--- config.mk ---
export PLATFORM = sky130hd
export DESIGN_NAME = i2ci_ctrl
export DESIGN_NICKNAME = d
export VERILOG_FILES = /design/src/i2ci_pkg.sv /design/src/i2ci_ctrl.sv /design/src/i2ci_fifo.sv /design/src/i2ci_sync.sv
export VERILOG_INCLUDE_DIRS = /design/src
export SDC_FILE = /design/constraint.sdc
export NUM_CORES = 2
export LEC_CHECK = 0
export BUFFER_PORTS_ARGS = -buffer_cell sky130_fd_sc_hd__buf_2
export CORE_UTILIZATION = 35
export DETAILED_ROUTE_END_ITERATION = 8
export GPL_TIMING_DRIVEN = 0
export SLEW_MARGIN = 20
export SYNTH_ARGS = -nofsm -noshare
export SYNTH_HDL_FRONTEND = slang
export SYNTH_SLANG_ARGS = --single-unit
--- constraint.sdc ---
create_clock -name CLK_I -period 8.8 [get_ports CLK_I]
set_input_delay 1.76 -clock CLK_I [delete_from_list [all_inputs] [get_ports CLK_I]]
set_output_delay 1.76 -clock CLK_I [all_outputs]
set_load 0.01 [all_outputs]
--- src/i2ci_params.svh ---
/*
 two-wire initiator constants: field positions, reset values, limits.
 assumes inclusion by the controller, the only design file that reads these macros.
*/
`ifndef I2CI_PARAMS_SVH
`define I2CI_PARAMS_SVH

`define I2CI_FIFO_DEPTH 64
`define I2CI_DMA_BURST 32
`define I2CI_HOLD_TX_MSB 15
`define I2CI_HOLD_TX_LSB 0
`define I2CI_HOLD_RX_MSB 23
`define I2CI_HOLD_RX_LSB 16
`define I2CI_HOLD_TX_MIN 16'h0002
`define I2CI_HOLD_RX_MIN 8'h08
`define I2CI_HDR10 5'h1e
`define I2CI_RD_IDLE 9'h1ff
`define I2CI_REL_RST 1'b0

`endif

--- src/i2ci_pkg.sv ---
/*
 two-wire initiator types: speed grades, phases, states, carriers.
 assumes nothing beyond a SystemVerilog compiler.
*/
package i2ci_pkg;
	typedef enum logic [1:0] {
		SPD_STD   = 2'h0,
		SPD_FAST  = 2'h1,
		SPD_FPLUS = 2'h2,
		SPD_HS    = 2'h3
	} i2ci_speed_t;
	typedef enum logic [1:0] {
		PH_A1   = 2'h0,
		PH_A2   = 2'h1,
		PH_DATA = 2'h2
	} i2ci_phase_t;
	typedef enum logic [5:0] {
		S_IDLE   = 6'h01,
		S_START  = 6'h02,
		S_LOW    = 6'h04,
		S_HIGH   = 6'h08,
		S_STOP   = 6'h10,
		S_RSTART = 6'h20
	} i2ci_fsm_t;
	typedef struct packed {
		logic       rd;
		logic [7:0] data;
	} i2ci_cmd_t;
	typedef struct packed {
		logic [15:0] clock_high_count;
		logic [15:0] clock_low_count;
	} i2ci_scl_t;
	typedef struct packed {
		logic nack;
		logic done;
		logic rel;
	} i2ci_stat_t;
endpackage

--- src/i2ci_ctrl.sv ---
/*
 two-wire bus initiator: queues, bit engine, release reset, dma requests.
 assumes config inputs are on CLK_I; pins pass a two-flop synchroniser.
*/
`timescale 1ns/1ns
`default_nettype none
`include "i2ci_params.svh"
module i2ci_ctrl
	import i2ci_pkg::*;
#(
	parameter int DEPTH = `I2CI_FIFO_DEPTH,
	parameter int BURST = `I2CI_DMA_BURST
) (
	input  wire logic              CLK_I,
	input  wire logic              SYS_RST_I,
	input  wire logic              RST_WE_I,
	input  wire logic              RST_REL_I,
	input  wire logic              PWR_GATE_I,
	input  wire i2ci_speed_t       SPEED_I,
	input  wire i2ci_scl_t   [3:0] SCL_CNT_I,
	input  wire logic              ADDR10_I,
	input  wire logic              RESTART_EN_I,
	input  wire logic        [9:0] TAR_I,
	input  wire logic       [31:0] HOLD_I,
	input  wire logic              CMD_VALID_I,
	input  wire i2ci_cmd_t         CMD_I,
	output logic                   CMD_READY_O,
	output logic                   RX_VALID_O,
	output logic             [7:0] RX_DATA_O,
	input  wire logic              RX_READY_I,
	input  wire logic        [1:0] INT_CLR_I,
	output i2ci_stat_t             STATUS_O,
	output logic                   INT_O,
	output logic                   DMA_TX_REQ_O,
	output logic                   DMA_RX_REQ_O,
	input  wire logic              SCL_I,
	output logic                   SCL_O,
	output logic                   SCL_OE_O,
	input  wire logic              SDA_I,
	output logic                   SDA_O,
	output logic                   SDA_OE_O
);
	localparam int LW = $clog2(DEPTH+1);
	typedef struct packed {
		i2ci_fsm_t   fsm;
		logic [15:0] tmr;
		logic [1:0]  sub;
		logic [3:0]  bitn;
		logic [8:0]  sh;
		i2ci_phase_t ph;
		logic        rd;
		logic        a10;
		logic        hdr_rd;
		logic        scl_oe;
		logic        sda_oe;
		logic        intr;
		logic        dma_tx;
		logic        dma_rx;
		logic        rx_vld;
		logic [7:0]  rx_dat;
		i2ci_stat_t  stat;
	} i2ci_st_t;
	localparam i2ci_st_t ST_RST = '{fsm: S_IDLE, ph: PH_A1, default: '0};

	i2ci_st_t         st;
	i2ci_st_t         nxt_st;
	logic             scl_s;
	logic             sda_s;
	logic             txf_vld;
	i2ci_cmd_t        txf_dat;
	logic             txf_pop;
	logic [LW-1:0]    txf_lvl;
	logic             rxf_rdy;
	logic             rxf_vld;
	logic [7:0]       rxf_dat;
	logic             rxf_pop;
	logic             rx_push;
	logic [LW-1:0]    rxf_lvl;
	logic             nx;
	logic             set_nack;
	logic             set_done;
	logic [15:0]      clock_high_count;
	logic [15:0]      clock_low_count;
	logic [15:0]      hold_cur;

	function automatic logic [8:0] addr_byte(input logic a10, input logic [9:0] tar,
		input logic rdb);
		// ten-bit header carries the two top address bits
		addr_byte = a10 ? {`I2CI_HDR10, tar[9:8], rdb, 1'b1} : {tar[6:0], rdb, 1'b1};
	endfunction

	function automatic logic [15:0] hold_of(input logic rx, input logic [31:0] h);
		logic [15:0] t;
		logic [7:0]  r;
		t = h[`I2CI_HOLD_TX_MSB:`I2CI_HOLD_TX_LSB];
		r = h[`I2CI_HOLD_RX_MSB:`I2CI_HOLD_RX_LSB];
		// clamp so a bad setting cannot break the bit engine
		if (rx) hold_of = {8'h00, (r < `I2CI_HOLD_RX_MIN) ? `I2CI_HOLD_RX_MIN : r};
		else hold_of = (t < `I2CI_HOLD_TX_MIN) ? `I2CI_HOLD_TX_MIN : t;
	endfunction

	i2ci_sync #(.W(2)) u_sync (
		.clk_i (CLK_I),
		.d_i   ({SCL_I, SDA_I}),
		.q_o   ({scl_s, sda_s})
	);

	i2ci_fifo #(.W(9), .DEPTH(DEPTH)) u_txf (
		.clk_i       (CLK_I),
		.rst_i       (SYS_RST_I),
		.clr_i       (~st.stat.rel),
		.in_valid_i  (CMD_VALID_I),
		.in_data_i   (CMD_I),
		.in_ready_o  (CMD_READY_O),
		.out_valid_o (txf_vld),
		.out_data_o  (txf_dat),
		.out_ready_i (txf_pop),
		.level_o     (txf_lvl)
	);

	i2ci_fifo #(.W(8), .DEPTH(DEPTH)) u_rxf (
		.clk_i       (CLK_I),
		.rst_i       (SYS_RST_I),
		.clr_i       (~st.stat.rel),
		.in_valid_i  (rx_push),
		.in_data_i   (st.sh[7:0]),
		.in_ready_o  (rxf_rdy),
		.out_valid_o (rxf_vld),
		.out_data_o  (rxf_dat),
		.out_ready_i (rxf_pop),
		.level_o     (rxf_lvl)
	);

	// one grade encoded, so no overlap
	assign clock_high_count = SCL_CNT_I[SPEED_I].clock_high_count;
	assign clock_low_count = SCL_CNT_I[SPEED_I].clock_low_count;
	// receive hold only while reading data
	assign hold_cur = hold_of(st.ph == PH_DATA && st.rd, HOLD_I);
	assign rxf_pop = rxf_vld & (~st.rx_vld | RX_READY_I);

	always_comb begin
		nxt_st   = st;
		txf_pop  = 1'b0;
		rx_push  = 1'b0;
		nx       = 1'b0;
		set_nack = 1'b0;
		set_done = 1'b0;
		if (!PWR_GATE_I) begin
			unique case (st.fsm)
			S_IDLE: begin
				// every new sequence opens with start
				if (txf_vld) begin
					nxt_st.rd     = txf_dat.rd;
					nxt_st.a10    = ADDR10_I;
					nxt_st.hdr_rd = 1'b0;
					nxt_st.ph     = PH_A1;
					nxt_st.bitn   = 4'h0;
					nxt_st.tmr    = 16'h0000;
					nxt_st.sh     = addr_byte(ADDR10_I, TAR_I, ~ADDR10_I & txf_dat.rd);
					nxt_st.sda_oe = 1'b1;
					nxt_st.fsm    = S_START;
				end
			end
			S_START: begin
				nxt_st.tmr = 16'(st.tmr + 1'b1);
				if (st.tmr >= clock_high_count) begin
					nxt_st.scl_oe = 1'b1;
					nxt_st.tmr    = 16'h0000;
					nxt_st.fsm    = S_LOW;
				end
			end
			S_LOW: begin
				// stall with clock low while receive queue is full
				if (!(st.ph == PH_DATA && st.rd && st.bitn == 4'h0 && !rxf_rdy)) begin
					nxt_st.tmr = 16'(st.tmr + 1'b1);
					// data changes hold clocks after fall
					if (st.tmr == hold_cur) begin
						if (st.bitn == 4'h8 && st.ph == PH_DATA && st.rd)
							nxt_st.sda_oe = txf_vld & txf_dat.rd;
						else
							nxt_st.sda_oe = ~st.sh[8];
					end
					if (st.tmr >= clock_low_count) begin
						nxt_st.scl_oe = 1'b0;
						nxt_st.tmr    = 16'h0000;
						nxt_st.fsm    = S_HIGH;
					end
				end
			end
			S_HIGH: begin
				// a target stretching the clock holds the count
				if (scl_s) nxt_st.tmr = 16'(st.tmr + 1'b1);
				if (scl_s && st.tmr >= clock_high_count) begin
					nxt_st.sh   = {st.sh[7:0], sda_s};
					nxt_st.bitn = 4'(st.bitn + 1'b1);
					nxt_st.tmr  = 16'h0000;
					if (st.bitn != 4'h8) begin
						nxt_st.scl_oe = 1'b1;
						nxt_st.fsm    = S_LOW;
					end else begin
						nxt_st.bitn = 4'h0;
						if (!(st.ph == PH_DATA && st.rd) && sda_s) begin
							set_nack      = 1'b1;
							nxt_st.scl_oe = 1'b1;
							nxt_st.sub    = 2'h0;
							nxt_st.fsm    = S_STOP;
						end else begin
							unique case (st.ph)
							PH_A1: begin
								if (st.a10 && !st.hdr_rd) begin
									nxt_st.ph     = PH_A2;
									nxt_st.sh     = {TAR_I[7:0], 1'b1};
									nxt_st.scl_oe = 1'b1;
									nxt_st.fsm    = S_LOW;
								end else begin
									nx = 1'b1;
								end
							end
							PH_A2: begin
								if (st.rd) begin
									// ten-bit read turns round with header
									nxt_st.hdr_rd = 1'b1;
									nxt_st.ph     = PH_A1;
									nxt_st.sh     = addr_byte(1'b1, TAR_I, 1'b1);
									nxt_st.scl_oe = 1'b1;
									nxt_st.sub    = 2'h0;
									nxt_st.fsm    = S_RSTART;
								end else begin
									nx = 1'b1;
								end
							end
							default: begin
								rx_push = st.rd;
								nx      = 1'b1;
							end
							endcase
						end
					end
				end
			end
			S_STOP: begin
				nxt_st.tmr = 16'(st.tmr + 1'b1);
				unique case (st.sub)
				2'h0: begin
					if (st.tmr == hold_cur) nxt_st.sda_oe = 1'b1;
					if (st.tmr >= clock_low_count) begin
						nxt_st.scl_oe = 1'b0;
						nxt_st.tmr    = 16'h0000;
						nxt_st.sub    = 2'h1;
					end
				end
				2'h1: begin
					if (!scl_s) nxt_st.tmr = 16'h0000;
					else if (st.tmr >= clock_high_count) begin
						nxt_st.sda_oe = 1'b0;
						nxt_st.tmr    = 16'h0000;
						nxt_st.sub    = 2'h2;
					end
				end
				default: begin
					// bus free time before any new start
					if (st.tmr >= clock_high_count) begin
						set_done   = 1'b1;
						nxt_st.fsm = S_IDLE;
					end
				end
				endcase
			end
			S_RSTART: begin
				nxt_st.tmr = 16'(st.tmr + 1'b1);
				if (st.sub == 2'h0) begin
					if (st.tmr == hold_cur) nxt_st.sda_oe = 1'b0;
					if (st.tmr >= clock_low_count) begin
						nxt_st.scl_oe = 1'b0;
						nxt_st.tmr    = 16'h0000;
						nxt_st.sub    = 2'h1;
					end
				end else if (!scl_s) begin
					nxt_st.tmr = 16'h0000;
				end else if (st.tmr >= clock_high_count) begin
					nxt_st.sda_oe = 1'b1;
					nxt_st.tmr    = 16'h0000;
					nxt_st.fsm    = S_START;
				end
			end
			endcase
			if (nx) begin
				nxt_st.sub = 2'h0;
				nxt_st.scl_oe = 1'b1;
				if (!txf_vld) begin
					nxt_st.fsm = S_STOP;
				end else if (txf_dat.rd != st.rd) begin
					if (RESTART_EN_I) begin
						nxt_st.rd     = txf_dat.rd;
						nxt_st.hdr_rd = 1'b0;
						nxt_st.ph     = PH_A1;
						nxt_st.sh     = addr_byte(st.a10, TAR_I, ~st.a10 & txf_dat.rd);
						nxt_st.fsm    = S_RSTART;
					end else begin
						nxt_st.fsm = S_STOP;
					end
				end else begin
					txf_pop    = 1'b1;
					nxt_st.ph  = PH_DATA;
					nxt_st.sh  = txf_dat.rd ? `I2CI_RD_IDLE : {txf_dat.data, 1'b1};
					nxt_st.fsm = S_LOW;
				end
			end
		end
		if (rxf_pop) begin
			nxt_st.rx_vld = 1'b1;
			nxt_st.rx_dat = rxf_dat;
		end else if (RX_READY_I) begin
			nxt_st.rx_vld = 1'b0;
		end
		// sticky, set beats a same-cycle clear
		nxt_st.stat.nack = set_nack | (st.stat.nack & ~INT_CLR_I[0]);
		nxt_st.stat.done = set_done | (st.stat.done & ~INT_CLR_I[1]);
		nxt_st.intr = nxt_st.stat.nack | nxt_st.stat.done;
		// request when a full burst fits
		nxt_st.dma_tx = (DEPTH - int'(txf_lvl)) >= BURST;
		nxt_st.dma_rx = int'(rxf_lvl) >= BURST;
		// held in reset until software release
		if (RST_WE_I) nxt_st.stat.rel = RST_REL_I;
		if (!st.stat.rel) begin
			nxt_st          = ST_RST;
			nxt_st.stat.rel = RST_WE_I & RST_REL_I;
		end
	end

	always_ff @(posedge CLK_I) begin
		if (SYS_RST_I) st <= ST_RST;
		else st <= nxt_st;
	end

	// open drain, only ever pulled low
	assign SCL_O        = 1'b0;
	assign SDA_O        = 1'b0;
	assign SCL_OE_O     = st.scl_oe;
	assign SDA_OE_O     = st.sda_oe;
	assign RX_VALID_O   = st.rx_vld;
	assign RX_DATA_O    = st.rx_dat;
	assign STATUS_O     = st.stat;
	assign INT_O        = st.intr;
	assign DMA_TX_REQ_O = st.dma_tx;
	assign DMA_RX_REQ_O = st.dma_rx;
endmodule
`default_nettype wire

--- src/i2ci_fifo.sv ---
/*
 synchronous fifo with valid/ready on both sides and registered flags.
 assumes DEPTH is a power of two; clr_i flushes in one cycle.
*/
`timescale 1ns/1ns
`default_nettype none
module i2ci_fifo #(
	parameter int W     = 8,
	parameter int DEPTH = 4
) (
	input  wire logic                       clk_i,
	input  wire logic                       rst_i,
	input  wire logic                       clr_i,
	input  wire logic                       in_valid_i,
	input  wire logic [W-1:0]               in_data_i,
	output logic                            in_ready_o,
	output logic                            out_valid_o,
	output logic      [W-1:0]               out_data_o,
	input  wire logic                       out_ready_i,
	output logic      [$clog2(DEPTH+1)-1:0] level_o
);
	localparam int AW = $clog2(DEPTH);
	localparam int LW = $clog2(DEPTH+1);
	typedef struct packed {
		logic [AW-1:0] wp;
		logic [AW-1:0] rp;
		logic [LW-1:0] cnt;
		logic          rdy;
		logic          vld;
	} i2ci_fst_t;
	i2ci_fst_t st;
	i2ci_fst_t nxt_st;
	logic [W-1:0] mem [DEPTH];
	logic push;
	logic pop;
	always_comb begin
		push = in_valid_i & st.rdy;
		pop  = out_ready_i & st.vld;
		nxt_st = st;
		if (push) nxt_st.wp = AW'(st.wp + 1'b1);
		if (pop) nxt_st.rp = AW'(st.rp + 1'b1);
		nxt_st.cnt = LW'(st.cnt + LW'(push) - LW'(pop));
		nxt_st.rdy = nxt_st.cnt != LW'(DEPTH);
		nxt_st.vld = nxt_st.cnt != '0;
		if (clr_i) nxt_st = '{rdy: 1'b1, default: '0};
	end
	always_ff @(posedge clk_i) begin
		if (rst_i) st <= '{rdy: 1'b1, default: '0};
		else st <= nxt_st;
		if (push) mem[st.wp] <= in_data_i;
	end
	assign in_ready_o  = st.rdy;
	assign out_valid_o = st.vld;
	assign out_data_o  = mem[st.rp];
	assign level_o     = st.cnt;
endmodule
`default_nettype wire

--- src/i2ci_sync.sv ---
/*
 two-flop synchroniser for levels from outside the clock domain.
 assumes the input changes slowly against the clock.
*/
`timescale 1ns/1ns
`default_nettype none
module i2ci_sync #(
	parameter int W = 2
) (
	input  wire logic         clk_i,
	input  wire logic [W-1:0] d_i,
	output logic      [W-1:0] q_o
);
	typedef struct packed {
		logic [W-1:0] s1;
		logic [W-1:0] s2;
	} i2ci_sy_t;
	i2ci_sy_t st;
	i2ci_sy_t nxt_st;
	always_comb begin
		nxt_st.s1 = d_i;
		nxt_st.s2 = st.s1;
	end
	always_ff @(posedge clk_i) begin
		st <= nxt_st;
	end
	assign q_o = st.s2;
endmodule
`default_nettype wire

# [After elaboration in Yosys (flattened, before gate mapping)]
# Memories as Yosys holds them, arrays and structs flattened. A register that Yosys moved wholly into a read port is not among the register bits.
# Index checks and enable logic that the tools add are counted.
[op_classes] n_addsub=11 n_lt_le_gt_ge=7 n_eq_ne=48 n_mux=122 bitwise=23 reduce_logical=32
[op_table] op="22-bit case mux with 6 select lines" count=1
[op_table] op="22-bit two-way mux" count=5
[op_table] op="16-bit two-way mux" count=6
[op_table] op="6-bit two-way mux" count=14
[op_table] op="32-bit binary-select mux with 2-bit select" count=1
[op_table] op="1-bit two-way mux" count=56
[op_table] op="18-bit two-way mux" count=3
[op_table] op="11-bit two-way mux" count=4
[op_table] op="3-bit inequality test (second input constant)" count=14
[op_table] op="39-bit two-way mux" count=1
[op_table] op="12-bit two-way mux" count=3
[op_table] op="18-bit case mux with 2 select lines" count=1
[op_table] op="16-bit greater-or-equal comparator" count=2
[op_table] op="32-bit two-way mux" count=1
[op_table] op="15-bit case mux with 2 select lines" count=1
[op_table] op="9-bit two-way mux" count=3
[op_table] op="6-bit by 1-bit adder with 6-bit output (second input constant)" count=4
[op_table] op="2-bit two-way mux" count=11
[op_table] op="11-bit case mux with 2 select lines" count=1
[op_table] op="3-bit by 2-bit inequality test with 1-bit output (second input constant)" count=6
[op_table] op="17-bit two-way mux" count=1
[op_table] op="16-bit by 1-bit adder with 16-bit output (second input constant)" count=1
[op_table] op="16-bit equality test" count=1
[op_table] op="16-bit by 2-bit < comparator with 1-bit output (second input constant)" count=1
[op_table] op="other kinds (49)" count=101
[word_totals] ff_bits=97 ram_bits=1088 wordCells=275 memories=2
[memory_table] name="u_txf.mem" words=64 word_bits=9 read_ports=1 rd_clocked_by_memory_dff=1 wr=1 line="i2ci_fifo.sv:33" rtl="logic [W-1:0] mem [DEPTH];"
[memory_table] name="u_rxf.mem" words=64 word_bits=8 read_ports=1 rd_clocked_by_memory_dff=1 wr=1 line="i2ci_fifo.sv:33"

# [Longest topological paths before layout]
[logic_depth] depth_word=14 mapped_depth=23 ltp_nobuf=20

# [Hierarchy]
# From an unflattened synthesis, not the netlist that was laid out.
[hier_totals] hier_cells=3117 area_unflattened_um2=51565.7
[modules_own_cells] mod="i2ci_fifo at u_txf" n_inst=1 cells_each=1222 area_each_um2=23914.2
[modules_own_cells] mod="i2ci_fifo at u_rxf" n_inst=1 cells_each=1140 area_each_um2=21496.9
[modules_own_cells] mod="i2ci_ctrl" n_inst=1 cells_each=751 area_each_um2=6074.6
[modules_own_cells] mod="i2ci_sync" n_inst=1 cells_each=4 area_each_um2=80.1

# [Worst setup path after synthesis]
# OpenSTA, ideal clock, no wires.
[synth_path] path_type="input -> register" start="in SPEED_I[0]" end="reg u_txf.st (netlist bit u_txf.in_ready_o)" setup_ns=0.123 arrival_time_ns=6.804 required_ns=8.677 path_slack_ns=1.872 cell_stages=23 n_path_buf=3 path_cell_list="clkbuf_1 -> buf_1 -> mux4_2 -> inv_1 -> ha_1 -> a21o_1 -> a2111oi_0 -> o21ai_0 -> a31oi_1 -> or2_2 -> clkbuf_1 -> nor2_1 -> nand2_1 -> xnor2_1 -> ha_1 -> fa_1 -> a21o_1 -> a21oi_1 -> o21bai_1 -> a21oi_1 -> xnor2_1 -> nand2_1 -> or2_2"
[synth_between] elab_chain_len=12
[synth_rtl] element="from (decl)" line="i2ci_ctrl.sv:19" rtl="input wire i2ci_speed_t SPEED_I,"
[synth_rtl] element="32-bit binary-select mux with 2-bit select" line="i2ci_ctrl.sv:135" rtl="assign clock_high_count = SCL_CNT_I[SPEED_I].clock_high_count;"
[synth_rtl] element="32-bit two-way mux"
[synth_rtl] element="16-bit greater-or-equal comparator" line="i2ci_ctrl.sv:193" rtl="if (scl_s && st.tmr >= clock_high_count) begin"
[synth_rtl] element="1-bit logical AND" line="i2ci_ctrl.sv:193"
[synth_rtl] element="1-bit two-way mux" line="i2ci_ctrl.sv:193"
[synth_rtl] element="1-bit two-way mux" line="i2ci_ctrl.sv:149" rtl="unique case (st.fsm)"
[synth_rtl] element="1-bit two-way mux" line="i2ci_ctrl.sv:148" rtl="if (!PWR_GATE_I) begin"
[synth_rtl] element="1-bit two-way mux" line="i2ci_ctrl.sv:287" rtl="if (nx) begin"
[synth_rtl] element="1-bit two-way mux" line="i2ci_ctrl.sv:148"
[synth_rtl] element="1-bit AND" line="i2ci_fifo.sv:38" rtl="pop = out_ready_i & st.vld;"
[synth_rtl] element="7-bit by 1-bit subtractor with 7-bit output" line="i2ci_fifo.sv:42" rtl="nxt_st.cnt = LW'(st.cnt + LW'(push) - LW'(pop));"
[synth_rtl] element="7-bit inequality test" line="i2ci_fifo.sv:43" rtl="nxt_st.rdy = nxt_st.cnt != LW'(DEPTH);"
[synth_rtl] element="to (signal assigned)" line="i2ci_fifo.sv:49" rtl="else st <= nxt_st;"
[synth_rtl] element="to (decl)" line="i2ci_fifo.sv:31" rtl="i2ci_fst_t st;"
# No other way between the ends. The select of a mux whose other input is x is not followed.
# A chain may end at the register's enable or synchronous reset.

# [Worst setup path after layout]
# Same ends and word-level chain as after synthesis.

==> metrics.cfg <==
[status]
status = complete, no violations

[logic_synthesis]
ys_warn_count = 0
synth_area_um2 = 50000
synth_most_common_cell = edfxtp_1
synth_top_family_by_area = multiplexers
synth-simple-area-share_pct = 5.20
synth_seq_area_share_pct = 69.8
synth_area_leader_cell = edfxtp_1
synth_top_area_share_pct = 65.4
syn-mean-instance-area_um2 = 18.0
ys_async_sr_fraction_pct = 0
synth_fa_ha_area_share_pct = 1.53
synth_ff_type = edfxtp_1
syn_inst = 2773
synthTopCellsByArea = edfxtp_1 65%, mux4_2 16%, dfxtp_1 4.4%
muxShareOfSynthArea_pct = 16.4
ys_ff_latch = 1199
synth_edf_count = 1088
synth-compound-area-share_pct = 4.06
netlist_top_cells_count = 1088 x edfxtp_1, 348 x mux4_2, 230 x nor2_1
synthDistinctLibCells = 82
synth_xor_xnor_area_share_pct = 0.929

[power_and_ir_drop]
p_per_area_nw_per_um2 = 199
p_seq_share_pct = 54.0
fin_total_pwr_mw = 11.4
peakVddDrop_mv = 0.194
clkPwrFrac_pct = 44.0
combPwrFrac_pct = 2.0
p_sw_mw = 2.30
swShare_pct = 20.1
p_leak_nw = 17.7
internal_power_mw = 9.13

[worst_setup_path]
cp.required_ps = 9400
cp_max_fo = 10
cp_slowest_cell = buf_1
startpoint_type = primary input
endpoint_kind = flop
critPathKind = primary input to flop
path_cells = clkbuf_1, buf_1, mux4_2, inv_1, ha_1, a21o_1, a2111oi_0, o21ai_0, a31oi_1, or2_2, clkbuf_1, nor2_1, nand2_1, xnor2_1, ha_1, fa_1, a21o_1, a21oi_1, o21bai_1, a21oi_1, xnor2_1, nand2_1, or2_2
crit_arrival_ps = 8000
r2r_cells = 20
critical_path_buf_inv_count = 4
crit_family = compound AO/OA/AOI/OAI gates
slowest_delay_ps = 670
worstSetupPathDepth = 23

[routing]
routedWlPerCell_um = 26.0
drtAntennaViolNets = 0
drc = 0
routed_via_density = 5.45
via_count = 27800
wirelength_mm = 133
drt_iter0_markers = 3060
drtPass1Iterations = 5

[sta]
grt_setup_unrepaired = false
maxSlewHeadroom_pct = 25.8
tns_ps = 0
final_hold_viol_count = 0
fmax_mhz = 135
hold_ws_ps = 341
finalSetupViolCount = 0
finalCritPeriodShare_pct = 84.1
finalMaxSlewViolations = 0
worstMarginPinSlew_ps = 1110
period_needed_ps = 7400
finClkSkew_ps = 37.8

[placement]
placed_cell_area_um2 = 53600
port_buffers = 202
place_hpwl_mm = 88.7
place_congestion = 0.913

[clocking]
clock_sinks = 1199
cts_hold_buf = 0
cts-root-buf = clkbuf_16
cts_tree = built
clkSlewWorstSetupHoldPaths_ps = 70
htreeDepth = 3
cts_buffers = 114
cts_max_path_buffers = 3
clock_latency_ps = 740
cts_resized = 0
postCtsSetupBuffers = 0

[floorplan]
start_util_pct = 35.3
coreArea_um2 = 142000
rows = 138
ios = 214
die_x_um = 380
dieHeight_um = 380
die_area_um2 = 144000

[finish]
nNetsFinal = 3355
multi_input_area_um2 = 14100
drive_above_1_share_pct = 25.6
final_cell_area_um2 = 57400
syn2layout_area_growth_pct = 14.9
fillers = 12700
seq_area_um2 = 34900

[global_route]
overflow = 0
grt_pass1_wl_mm = 190
grt_pass1_vias = 27000
grt_max_degree = 68
antenna_found_initial = 18
track_usage_pct = 18.0

[hold_path]
hold_depth = 0
hold_path_class = flop to flop

[run]
max_cap_viol_count = 0

per-layer routing:
layer	global-route usage, %	vias up	wire (µm)
li1	-	11900	-
met1	25.0	14500	55400
met2	27.9	1127	61800
met3	5.07	197	12100
met4	4.60	14	3150
met5	0	-	89
per-stage QoR:
step,instances,utilization [%],setup slack (ps)
after floorplan,2774,-,1870
after global placement,4866,37.7,819
after global routing,5090,40.6,905
after detailed placement,4875,37.8,772
after CTS,5089,40.5,1520
final,5094,40.6,1400
layout by cell type (no fill, tap or decap), types with 13 or more instances in the layout:
master,netlist,final
clkinv_2,0,21
dfxtp_1,111,103
a221oi_1,15,15
clkinv_1,2,27
clkbuf_1,82,103
nand4_1,25,25
nor2b_1,15,15
nand3_1,38,38
mux4_2,348,348
buf_4,18,28
buf_2,23,219
clkbuf_16,0,118
mux2i_1,25,25
xor2_1,26,26
xnor2_1,27,27
nand2_1,84,84
a31oi_1,18,18
o21ai_0,45,45
ha_1,58,58
nor2_1,230,225
a21o_1,14,14
nor3_1,27,24
buf_1,42,40
nand2b_1,26,26
edfxtp_1,1088,1088
a22o_1,13,13
nand3b_1,14,14
inv_1,74,74
bufinv_16,0,14
o22ai_1,23,23
a21oi_1,78,78
a22oi_1,25,25
logic make-up (layout without fill, tap and decap cells):
| family | after synthesis | count (layout) |
|---|---|---|
| other | 1 | 7 |
| muxes | 384 | 384 |
| adders and majority gates | 60 | 60 |
| DFF | 1199 | 1199 |
| xor gates and xnor gates | 53 | 53 |
| and+or+nand+nor | 530 | 530 |
| AOI/OAI and AO/OA | 303 | 303 |
| buffers and inverters | 243 | 668 |
layout make-up:
type	count	area share, %
sequential	1199	60.8
multi-input combinational	1332	24.6
clock buffer	141	5.33
tap	1890	4.12
timing repair buffer	211	2.06
clock inverter	73	1.32
buffer	167	1.29
inverter	76	0.497
antenna	5	0.0218
flip-flops by register name, indices dropped and copies added (netlist names), 7 cells and up, named ones only:
register,cells
u_txf.mem,576
u_rxf.mem,512
st,42
u_rxf.st,12
u_txf.st,12
RX_DATA_O,8
u_rxf.level_o,7
u_txf.level_o,7
power groups by stage:
stage | clock (mW) | combinational [mW] | sequential [mW]
after detailed placement | 0 | 0.229 | 6.30
final | 5.02 | 0.232 | 6.18
after floorplan | 0 | 0.0938 | 6.30
after global routing | 5.30 | 0.251 | 6.17
after CTS | 5.09 | 0.230 | 6.18
after global placement | 0 | 0.218 | 6.31
worst paths after layout:
| path | start | slack, ps | endpoint |
|---|---|---|---|
| min | u_sync.nxt_st[0] | 340 | u_sync.q_o[0] |
| max | SPEED_I[0] | 1400 | u_txf.in_ready_o |
| max reg2reg | flop | 2930 | u_txf.in_ready_o |
| min reg2reg | u_sync.nxt_st[0] | 340 | u_sync.q_o[0] |
Power figures use the tool's default switching activity.
